**src/verilog/slsc_pkg.sv**
```systemverilog
// =====================================================================
// Shared constants and carriers for the link status and control bank
package slsc_pkg;

  // =====================================================================
  // Register indices; byte address is four times the index
  localparam logic [7:0]  IDX_AUDIO_CLEAR   = 8'h55;
  localparam logic [7:0]  IDX_STATUS        = 8'h5A;
  localparam logic [7:0]  IDX_CONTROL       = 8'h5B;
  localparam logic [7:0]  IDX_FREQ_CFG      = 8'h5C;
  localparam logic [7:0]  IDX_IRQ_STATUS    = 8'h60;
  localparam logic [7:0]  IDX_IRQ_MASK      = 8'h61;

  // =====================================================================
  // Field positions
  localparam int          B_CLR_AIF         = 2;
  localparam int          B_CLR_AVI         = 1;
  localparam int          B_CLR_ACR         = 0;
  localparam int          B_LINK_READY      = 7;
  localparam int          B_TX_ACTIVE       = 6;
  localparam int          B_PORT_LO         = 4;
  localparam int          B_DECODE_GOOD     = 3;
  localparam int          B_PLL_LOCK        = 2;
  localparam int          B_NO_CLOCK        = 1;
  localparam int          B_FREQ_STEADY     = 0;
  localparam int          B_COAX            = 7;
  localparam int          B_PLL_RST_EN      = 5;
  localparam int          B_FDET_SRC        = 4;
  localparam int          B_SETTLE_LO       = 3;

  // =====================================================================
  // Reset values and masks
  localparam logic [7:0]  RST_AUDIO_CLEAR   = 8'h00;
  localparam logic [7:0]  RST_STATUS        = 8'h00;
  localparam logic [7:0]  RST_CONTROL       = 8'h20;
  localparam logic [7:0]  RST_FREQ_CFG      = 8'h02;
  localparam logic [7:0]  CONTROL_WR_MASK   = 8'hB0;
  localparam logic [7:0]  AUDIO_CLEAR_MASK  = 8'h07;
  localparam logic [1:0]  PORT_SINGLE_P0    = 2'h1;
  localparam int          IRQ_W             = 4;

  // =====================================================================
  // Settle times in microseconds and clock rate
  localparam int          CLK_MHZ           = 40;
  localparam int          SETTLE0_US        = 40;
  localparam int          SETTLE1_US        = 80;
  localparam int          SETTLE2_US        = 320;
  localparam int          SETTLE3_US        = 1280;
  localparam int          SETTLE0_CYC       = SETTLE0_US * CLK_MHZ;
  localparam int          SETTLE1_CYC       = SETTLE1_US * CLK_MHZ;
  localparam int          SETTLE2_CYC       = SETTLE2_US * CLK_MHZ;
  localparam int          SETTLE3_CYC       = SETTLE3_US * CLK_MHZ;

  // =====================================================================
  // Carriers
  typedef struct packed {
    logic       downstream_link_ready;
    logic       transmitter_on;
    logic       remote_locked;
    logic       input_detected;
    logic       mode_entered;
    logic [1:0] serial_port_mode;
    logic       input_decode_good;
    logic       rx_pll_locked;
    logic       no_input_clock;
  } slsc_link_in_t;

  typedef struct packed {
    logic [19:0] n_value;
    logic [19:0] cts_value;
  } slsc_acr_t;

endpackage : slsc_pkg

```
**src/verilog/slsc_top.sv**
```systemverilog
// Contract
// - Audio infoframe checksum change clears audio FIFO
// - Video infoframe checksum change clears audio FIFO
// - Clock regeneration N/CTS change clears FIFO
// - Bit 7 shows downstream partner ready
// - Bit 6 shows transmitter active, remote locked
// - Transmit bit waits for input and mode
// - Port field valid only when transmitting
// - Bit 3 shows input decode good
// - Bit 2 shows receive PLL locked
// - Bit 0 shows input frequency stable
// - Status register read-only, resets to zero
// - Control bit 7 selects coax cabling
// - Cable bit loaded from strap pin
// - Bit 5 resets serial PLL on change
// - Bit 4 selects frequency detector clock
// - Capture only beyond hysteresis margin
// - Stable after selectable settle time
`timescale 1ns/100ps
`default_nettype none

module slsc_top #(
  parameter int SETTLE0 = slsc_pkg::SETTLE0_CYC,
  parameter int SETTLE1 = slsc_pkg::SETTLE1_CYC,
  parameter int SETTLE2 = slsc_pkg::SETTLE2_CYC,
  parameter int SETTLE3 = slsc_pkg::SETTLE3_CYC
) (
  input  wire logic                    clk,
  input  wire logic                    reset,
  input  wire logic                    hsel,
  input  wire logic [31:0]             haddr,
  input  wire logic [1:0]              htrans,
  input  wire logic                    hwrite,
  input  wire logic [2:0]              hsize,
  input  wire logic [31:0]             hwdata,
  input  wire logic                    hready,
  output logic                         hreadyout,
  output logic                         hresp,
  output logic [31:0]                  hrdata,
  input  wire slsc_pkg::slsc_link_in_t link_in,
  input  wire logic                    cable_strap_pin,
  input  wire logic                    aif_valid,
  input  wire logic [7:0]              aif_checksum,
  input  wire logic                    avi_valid,
  input  wire logic [7:0]              avi_checksum,
  input  wire logic                    acr_valid,
  input  wire slsc_pkg::slsc_acr_t     acr,
  input  wire logic                    freq_sample_valid,
  input  wire logic [7:0]              freq_raw_mhz,
  input  wire logic [7:0]              freq_pll_mhz,
  output logic                         audio_fifo_clear,
  output logic                         serial_pll_reset,
  output logic                         freq_detect_source_select,
  output logic                         cable_type_coax_select,
  output logic                         irq
);

  // =====================================================================
  // Register state
  logic [7:0]                clear_ctl_q;
  logic [7:0]                status_q;
  logic [7:0]                control_q;
  logic [7:0]                freq_cfg_q;
  logic [slsc_pkg::IRQ_W-1:0] irq_sts_q;
  logic [slsc_pkg::IRQ_W-1:0] irq_mask_q;
  logic                      strap_done_q;

  // Bus phase state
  logic                      wr_pend_q;
  logic                      rd_pend_q;
  logic [7:0]                idx_q;
  logic [31:0]               hrdata_q;

  // Event state
  logic [7:0]                aif_prev_q;
  logic [7:0]                avi_prev_q;
  slsc_pkg::slsc_acr_t       acr_prev_q;
  logic                      aif_seen_q;
  logic                      avi_seen_q;
  logic                      acr_seen_q;
  logic                      fifo_clear_q;
  logic                      pll_reset_q;
  logic [7:0]                freq_cur_q;
  logic [15:0]               settle_cnt_q;
  logic                      steady_q;

  logic                      addr_ok;
  logic                      aif_chg;
  logic                      avi_chg;
  logic                      acr_chg;
  logic                      freq_chg;
  logic                      steady_rise;
  logic                      link_rise;
  logic                      irq_rd;
  logic [7:0]                meas;
  logic [7:0]                diff;
  logic [15:0]               settle_lim;
  logic [7:0]                status_d;
  logic [slsc_pkg::IRQ_W-1:0] irq_evt;

  // Word index from a byte address; upper bits must be zero
  function automatic logic hit(input logic [31:0] a, input logic [7:0] idx);
    hit = (a[31:10] == 22'h000000) && (a[9:2] == idx);
  endfunction : hit

  // =====================================================================
  // AHB-Lite slave: writes take zero waits, reads insert one wait
  assign addr_ok   = hsel && htrans[1] && hready;
  assign hreadyout = !rd_pend_q;
  assign hresp     = 1'b0;
  assign hrdata    = hrdata_q;
  assign irq_rd    = rd_pend_q && (idx_q == slsc_pkg::IDX_IRQ_STATUS);

  // Address phase capture
  always_ff @(posedge clk or posedge reset) begin
    if (reset) begin
      wr_pend_q <= 1'b0;
      rd_pend_q <= 1'b0;
      idx_q     <= 8'h00;
    end else begin
      wr_pend_q <= addr_ok && hwrite && (haddr[31:10] == 22'h000000);
      rd_pend_q <= addr_ok && !hwrite;
      if (addr_ok) begin
        idx_q <= (haddr[31:10] == 22'h000000) ? haddr[9:2] : 8'hFF;
      end
    end
  end

  // Read data is sampled in the wait cycle so a preceding write is seen
  always_ff @(posedge clk or posedge reset) begin
    if (reset) begin
      hrdata_q <= 32'h00000000;
    end else if (rd_pend_q) begin
      case (idx_q)
        slsc_pkg::IDX_AUDIO_CLEAR: hrdata_q <= {24'h000000, clear_ctl_q};
        slsc_pkg::IDX_STATUS:      hrdata_q <= {24'h000000, status_q};
        slsc_pkg::IDX_CONTROL:     hrdata_q <= {24'h000000, control_q};
        slsc_pkg::IDX_FREQ_CFG:    hrdata_q <= {24'h000000, freq_cfg_q};
        slsc_pkg::IDX_IRQ_STATUS:  hrdata_q <= {28'h0000000, irq_sts_q};
        slsc_pkg::IDX_IRQ_MASK:    hrdata_q <= {28'h0000000, irq_mask_q};
        default:                   hrdata_q <= 32'h00000000;
      endcase
    end
  end

  // =====================================================================
  // Software control registers
  always_ff @(posedge clk or posedge reset) begin
    if (reset) begin
      clear_ctl_q <= slsc_pkg::RST_AUDIO_CLEAR;
      freq_cfg_q  <= slsc_pkg::RST_FREQ_CFG;
      irq_mask_q  <= '0;
    end else if (wr_pend_q) begin
      case (idx_q)
        slsc_pkg::IDX_AUDIO_CLEAR:
          clear_ctl_q <= hwdata[7:0] & slsc_pkg::AUDIO_CLEAR_MASK;
        slsc_pkg::IDX_FREQ_CFG:  freq_cfg_q <= {3'h0, hwdata[4:0]};
        slsc_pkg::IDX_IRQ_MASK:  irq_mask_q <= hwdata[slsc_pkg::IRQ_W-1:0];
        default: ;
      endcase
    end
  end

  // Control register; the cable bit comes from the strap after reset
  always_ff @(posedge clk or posedge reset) begin
    if (reset) begin
      control_q    <= slsc_pkg::RST_CONTROL;
      strap_done_q <= 1'b0;
    end else begin
      strap_done_q <= 1'b1;
      if (!strap_done_q) begin
        control_q[slsc_pkg::B_COAX] <= cable_strap_pin;
      end else if (wr_pend_q && idx_q == slsc_pkg::IDX_CONTROL) begin
        control_q <= hwdata[7:0] & slsc_pkg::CONTROL_WR_MASK;
      end
    end
  end

  assign cable_type_coax_select    = control_q[slsc_pkg::B_COAX];
  assign freq_detect_source_select = control_q[slsc_pkg::B_FDET_SRC];

  // =====================================================================
  // Status register: hardware driven only, bus writes never reach it
  always_comb begin
    status_d = 8'h00;
    status_d[slsc_pkg::B_LINK_READY]  = link_in.downstream_link_ready;
    status_d[slsc_pkg::B_TX_ACTIVE]   = link_in.transmitter_on &&
                                        link_in.remote_locked &&
                                        link_in.input_detected &&
                                        link_in.mode_entered;
    if (status_d[slsc_pkg::B_TX_ACTIVE]) begin
      status_d[5:4] = link_in.serial_port_mode;
    end
    status_d[slsc_pkg::B_DECODE_GOOD] = link_in.input_decode_good;
    status_d[slsc_pkg::B_PLL_LOCK]    = link_in.rx_pll_locked;
    status_d[slsc_pkg::B_NO_CLOCK]    = link_in.no_input_clock;
    status_d[slsc_pkg::B_FREQ_STEADY] = steady_q;
  end

  always_ff @(posedge clk or posedge reset) begin
    if (reset) begin
      status_q <= slsc_pkg::RST_STATUS;
    end else begin
      status_q <= status_d;
    end
  end

  // =====================================================================
  // Infoframe and clock regeneration change detection
  // First frame after reset only primes the history, nothing to compare
  assign aif_chg = aif_valid && aif_seen_q && (aif_checksum != aif_prev_q);
  assign avi_chg = avi_valid && avi_seen_q && (avi_checksum != avi_prev_q);
  assign acr_chg = acr_valid && acr_seen_q && (acr != acr_prev_q);

  always_ff @(posedge clk or posedge reset) begin
    if (reset) begin
      aif_prev_q <= 8'h00;
      avi_prev_q <= 8'h00;
      acr_prev_q <= '0;
      aif_seen_q <= 1'b0;
      avi_seen_q <= 1'b0;
      acr_seen_q <= 1'b0;
    end else begin
      if (aif_valid) begin
        aif_prev_q <= aif_checksum;
        aif_seen_q <= 1'b1;
      end
      if (avi_valid) begin
        avi_prev_q <= avi_checksum;
        avi_seen_q <= 1'b1;
      end
      if (acr_valid) begin
        acr_prev_q <= acr;
        acr_seen_q <= 1'b1;
      end
    end
  end

  always_ff @(posedge clk or posedge reset) begin
    if (reset) begin
      fifo_clear_q <= 1'b0;
    end else begin
      fifo_clear_q <= (aif_chg && clear_ctl_q[slsc_pkg::B_CLR_AIF]) ||
                      (avi_chg && clear_ctl_q[slsc_pkg::B_CLR_AVI]) ||
                      (acr_chg && clear_ctl_q[slsc_pkg::B_CLR_ACR]);
    end
  end
  assign audio_fifo_clear = fifo_clear_q;

  // =====================================================================
  // Frequency detector
  // measurement source
  assign meas = control_q[slsc_pkg::B_FDET_SRC] ? freq_pll_mhz : freq_raw_mhz;
  assign diff = (meas > freq_cur_q) ? meas - freq_cur_q : freq_cur_q - meas;
  assign freq_chg = freq_sample_valid && (diff > {5'h00, freq_cfg_q[2:0]});

  always_comb begin
    case (freq_cfg_q[4:3])
      2'h0:    settle_lim = 16'(SETTLE0);
      2'h1:    settle_lim = 16'(SETTLE1);
      2'h2:    settle_lim = 16'(SETTLE2);
      default: settle_lim = 16'(SETTLE3);
    endcase
  end

  always_ff @(posedge clk or posedge reset) begin
    if (reset) begin
      freq_cur_q   <= 8'h00;
      settle_cnt_q <= 16'h0000;
      steady_q     <= 1'b0;
    end else if (freq_chg) begin
      freq_cur_q   <= meas;
      settle_cnt_q <= 16'h0000;
      steady_q     <= 1'b0;
    end else begin
      if (settle_cnt_q != 16'hFFFF) begin
        settle_cnt_q <= settle_cnt_q + 16'h0001;
      end
      steady_q <= (settle_cnt_q >= settle_lim);
    end
  end

  always_ff @(posedge clk or posedge reset) begin
    if (reset) begin
      pll_reset_q <= 1'b0;
    end else begin
      pll_reset_q <= freq_chg && control_q[slsc_pkg::B_PLL_RST_EN];
    end
  end
  assign serial_pll_reset = pll_reset_q;

  // =====================================================================
  // Interrupts: set wins over the read clear so no event is lost
  assign steady_rise = freq_chg ? 1'b0 :
                       (!steady_q && settle_cnt_q >= settle_lim);
  assign link_rise   = link_in.downstream_link_ready &&
                       !status_q[slsc_pkg::B_LINK_READY];
  assign irq_evt     = {link_rise, steady_rise, freq_chg, fifo_clear_q};

  always_ff @(posedge clk or posedge reset) begin
    if (reset) begin
      irq_sts_q <= '0;
    end else begin
      irq_sts_q <= (irq_rd ? '0 : irq_sts_q) | irq_evt;
    end
  end
  assign irq = |(irq_sts_q & irq_mask_q);
endmodule : slsc_top

`default_nettype wire

```
**config.mk**
```make
export PLATFORM = sky130hd
export DESIGN_NAME = slsc_top
export DESIGN_NICKNAME = d
export VERILOG_FILES = /design/src/verilog/slsc_pkg.sv /design/src/verilog/slsc_top.sv
export SDC_FILE = /design/constraint.sdc
export NUM_CORES = 1
export LEC_CHECK = 0
export ABC_CLOCK_PERIOD_IN_PS = 8000
export BUFFER_PORTS_ARGS = -buffer_cell sky130_fd_sc_hd__buf_2
export CAP_MARGIN = 20
export CELL_PAD_IN_SITES_DETAIL_PLACEMENT = 0
export CELL_PAD_IN_SITES_GLOBAL_PLACEMENT = 1
export CORE_MARGIN = 2
export CORE_UTILIZATION = 43
export CTS_BUF_LIST = sky130_fd_sc_hd__clkbuf_8 sky130_fd_sc_hd__clkbuf_16
export DETAILED_ROUTE_END_ITERATION = 10
export PLACE_DENSITY_LB_ADDON = 0.1
export SETUP_SLACK_MARGIN = 0.05
export SLEW_MARGIN = 20
export SYNTH_ARGS = -nofsm -noshare
export SYNTH_HDL_FRONTEND = slang
export SYNTH_SLANG_ARGS = --single-unit
```
**constraint.sdc**
```tcl
create_clock -name clk -period 8 [get_ports clk]
set_input_delay 0 -clock clk [delete_from_list [all_inputs] [get_ports clk]]
set_output_delay 0 -clock clk [all_outputs]
set_load 0.02 [all_outputs]
```
==> results.yml <==
yosys:
  ys_types: 63
  ys_ff_latch: 132
  synth-async-reset-ratio: 1.000
  synth_edf_count: 0
  yosys.area_share.simple: 0.1177
  synthAdderAreaFrac: 0.05507
  synth_top_family_by_area: "multiplexers"
  synth_xor_area_frac: 0.08500
  synth-compound-area-share: 0.08261
  netlist_area_um2: 7316
  yosysWarnings: 0
  ys_dominant_reg_cell: "dfrtp_1"
  synth.area.mux_share: 0.1471
  syn_avg_cell_area_um2: 11.15
  synth-seq-area-share: 0.4519
  synthCells: 656
floorplanning:
  start_util: 0.4411
  io_pins: 200
  die-width_um: 134.4
  die_h_um: 134.4
  rows: 47
  die_area_um2: 18070
  core_um2: 16580
cts:
  clock_sinks: 132
  cts-htree-levels: 4
  cts_resized: 0
  clk-insertion-delay-late_ns: 0.42
  cts_setup_buffers: 0
  cts_buffers: 17
  clockRootBuffer: "clkbuf_16"
  tritoncts: "done"
  postCtsHoldBufs: 104
  clock_path_buffers: 2
  clkTransAtPathRegs_ns: 0.06
route:
  ant_nets: 0
  drt-wirelength-per-cell_um: 14.70
  vias: 5700
  drtIter0Drc: 248
  dr.pass1.iters: 4
  post-route-drc-count: 0
  drt_wl_total_um: 16650
  routed_via_density: 5.035
timing:
  fin_crit_ns: 4.955
  fin_crit_sh: 0.6194
  rsz0062_at_grt: "no"
  slew_violations: 0
  worst_slew_pin_slew_ns: 0.9202
  fin_tns_setup_ns: 0
  worst_slack_ns: 3.045
  fin_skew_ns: 0.01672
  max_freq_mhz: 201.8
  slew_headroom: 0.3866
  finalSetupViolCount: 0
  hold_viol_final: 0
cells_and_area:
  diodes: 0
  finalInstanceArea_um2: 9713
  final_common_cell: "buf_2"
  n_fill_cell: 1406
  final_cell_mix: "buf_2 (143), dfrtp_1 (130), dlygate4sd3_1 (104), mux2_2 (80), xnor2_1 (59)"
  drive_gt1_frac: 0.2971
  nets: 1091
  area_growth_pct: 32.77
worst_setup_path:
  required_ns: 8.32
  r2r-start: "control_q[4]"
  crit_fanout: 24
  cp-start-kind: "flip-flop"
  cp_data_arrival_time_ns: 5.28
  crit_type: "flip-flop to flip-flop"
  worstSetupEndpointType: "flip-flop"
  reg2reg_slack_ns: 3.04
  critPathLaunch: "control_q[4]"
grt:
  grt-ovfl-total: 0
  grt_pass1_wl_um: 27810
  antenna_found_initial: 0
  grt_usage: 0.1909
  grt_max_degree: 88
  grt_pass1_vias: 5929
place:
  dp_worst_setup_slack_ns: 3.023
  portBuffers: 143
  gp_congestion: 0.8027
  hpwl_um: 11730
  postPlaceCellArea_um2: 8105
pwr:
  power.leakage_nw: 4.315
  ir_drop_mv: 0.1464
  cellPowerDensity_nw_per_um2: 195.4
worst_hold_path:
  hold_path_class: "input pin to flip-flop"
  hp-start: "freq_pll_mhz[0]"
outcome:
  outcome: "complete, no violations"
run:
  maxCapViolCount: 0
layout make-up:
cell class / count / area (um2) / share of cell area
multi-input cells: 466 / 3667 / 0.3776
flip-flops and latches: 132 / 3306 / 0.3403
repair buffers: 249 / 1775 / 0.1828
clock buffers: 18 / 439.2 / 0.04521
well taps: 220 / 275.3 / 0.02834
inverters: 33 / 126.4 / 0.01301
clock inverters: 14 / 123.9 / 0.01275
final timing paths:
path                                   to  cells past startpoint
min reg2reg                   status_q[0]                      0
min in group asynchronous  acr_prev_q[37]                      3
max in group asynchronous        idx_q[1]                      4
max                          irq_sts_q[2]                     17
min                         freq_cur_q[0]                      4
max reg2reg                  irq_sts_q[2]                     17
cell families after synthesis:
group / after synthesis
muxes: 97
buffers and inverters: 82
AOI/OAI and AO/OA: 84
and+or+nand+nor: 157
xor gates and xnor gates: 71
DFF: 132
other: 2
adders and majority gates: 31
metrics by stage:
step | hold WS [ns] | power (mW) | util | cells
6_report | 0.02446 | 1.898 | 0.5857 | 1132
5_1_grt | 0.03762 | 2.000 | 0.5857 | 1132
4_1_cts | 0.004357 | 1.918 | 0.5855 | 1132
3_5_place_dp | 0.1094 | 1.121 | 0.4888 | 996
3_3_place_gp | 0.1102 | 1.111 | 0.4888 | 996
2_1_floorplan | 0.03143 | 1.036 | - | 680
power breakdown:
part,internal (mW),leakage (nW),switching [mW],total (mW)
logic,0.206,2.47,0.200,0.406
clock network,0.438,0.281,0.304,0.742
registers,0.715,1.56,0.0348,0.750
total,1.36,4.32,0.538,1.90
flip-flops by register name, indices dropped and copies added (netlist names):
register	cells
freq_cfg_q	5
serial_pll_reset	1
audio_fifo_clear	1
strap_done_q	1
idx_q	8
irq_mask_q	4
clear_ctl_q	3
status_q	8
avi_prev_q	8
wr_pend_q	1
rd_pend_q	1
aif_seen_q	1
steady_q	1
irq_sts_q	4
freq_cur_q	8
hrdata	8
acr_seen_q	1
settle_cnt_q	16
acr_prev_q	40
control_q	3
aif_prev_q	8
avi_seen_q	1
metal layers:
metal	vias to the layer above	wire (um)	GRT usage	share of wire
met1	2777	7151	0.2307	0.43
met3	16	719	0.04951	0.043
met5	-	0	0	0
met2	133	8596	0.3376	0.52
li1	2774	-	-	-
met4	0	178	0.05146	0.011
critical path: stages (launching register included):
cell and delay, ns:
dfrtp_1 0.62, mux2_2 0.41, inv_1 0.07, ha_1 0.18, inv_1 0.06, fa_1 0.39
nand3_1 0.14, a21oi_1 0.09, o22ai_1 0.38, mux2_2 0.39, ha_1 0.29, a211oi_1 0.42
o221ai_1 0.20, a2111o_1 0.39, o21ai_1 0.18, a21oi_2 0.11, buf_4 0.28, o31ai_1 0.25
Yosys cell counts (3+ instances only):
cell type    n  area share
nand2_1     24       0.012
buf_2        3      0.0021
o22a_1       8      0.0096
a211oi_1     5      0.0051
o2bb2ai_1    4      0.0048
nor4_1       9      0.0077
or2_2        3      0.0026
a22oi_1      5      0.0051
a21o_1       4      0.0041
o2111ai_1    3      0.0036
inv_1       33       0.017
a221oi_1     5      0.0060
and2_1       6      0.0051
nor2b_1      4      0.0034
mux2_2      80        0.12
xor2_1      12       0.014
dfrtp_1    130        0.44
buf_4       27       0.028
clkbuf_1    14      0.0072
buf_6        3      0.0046
o21ai_0     13      0.0089
mux2i_1     16       0.022
nand3b_1     4      0.0041
xnor2_1     59       0.071
and3_1       4      0.0034
ha_1        29       0.050
a21oi_1     17       0.012
o211ai_1     3      0.0031
nor3_1       9      0.0062
nand4_1     24       0.021
and4_1       3      0.0036
nand2b_1     3      0.0026
nand3_1     15       0.010
nor2_1      35       0.018
Note: power is estimated with default switching activity, not from simulation.
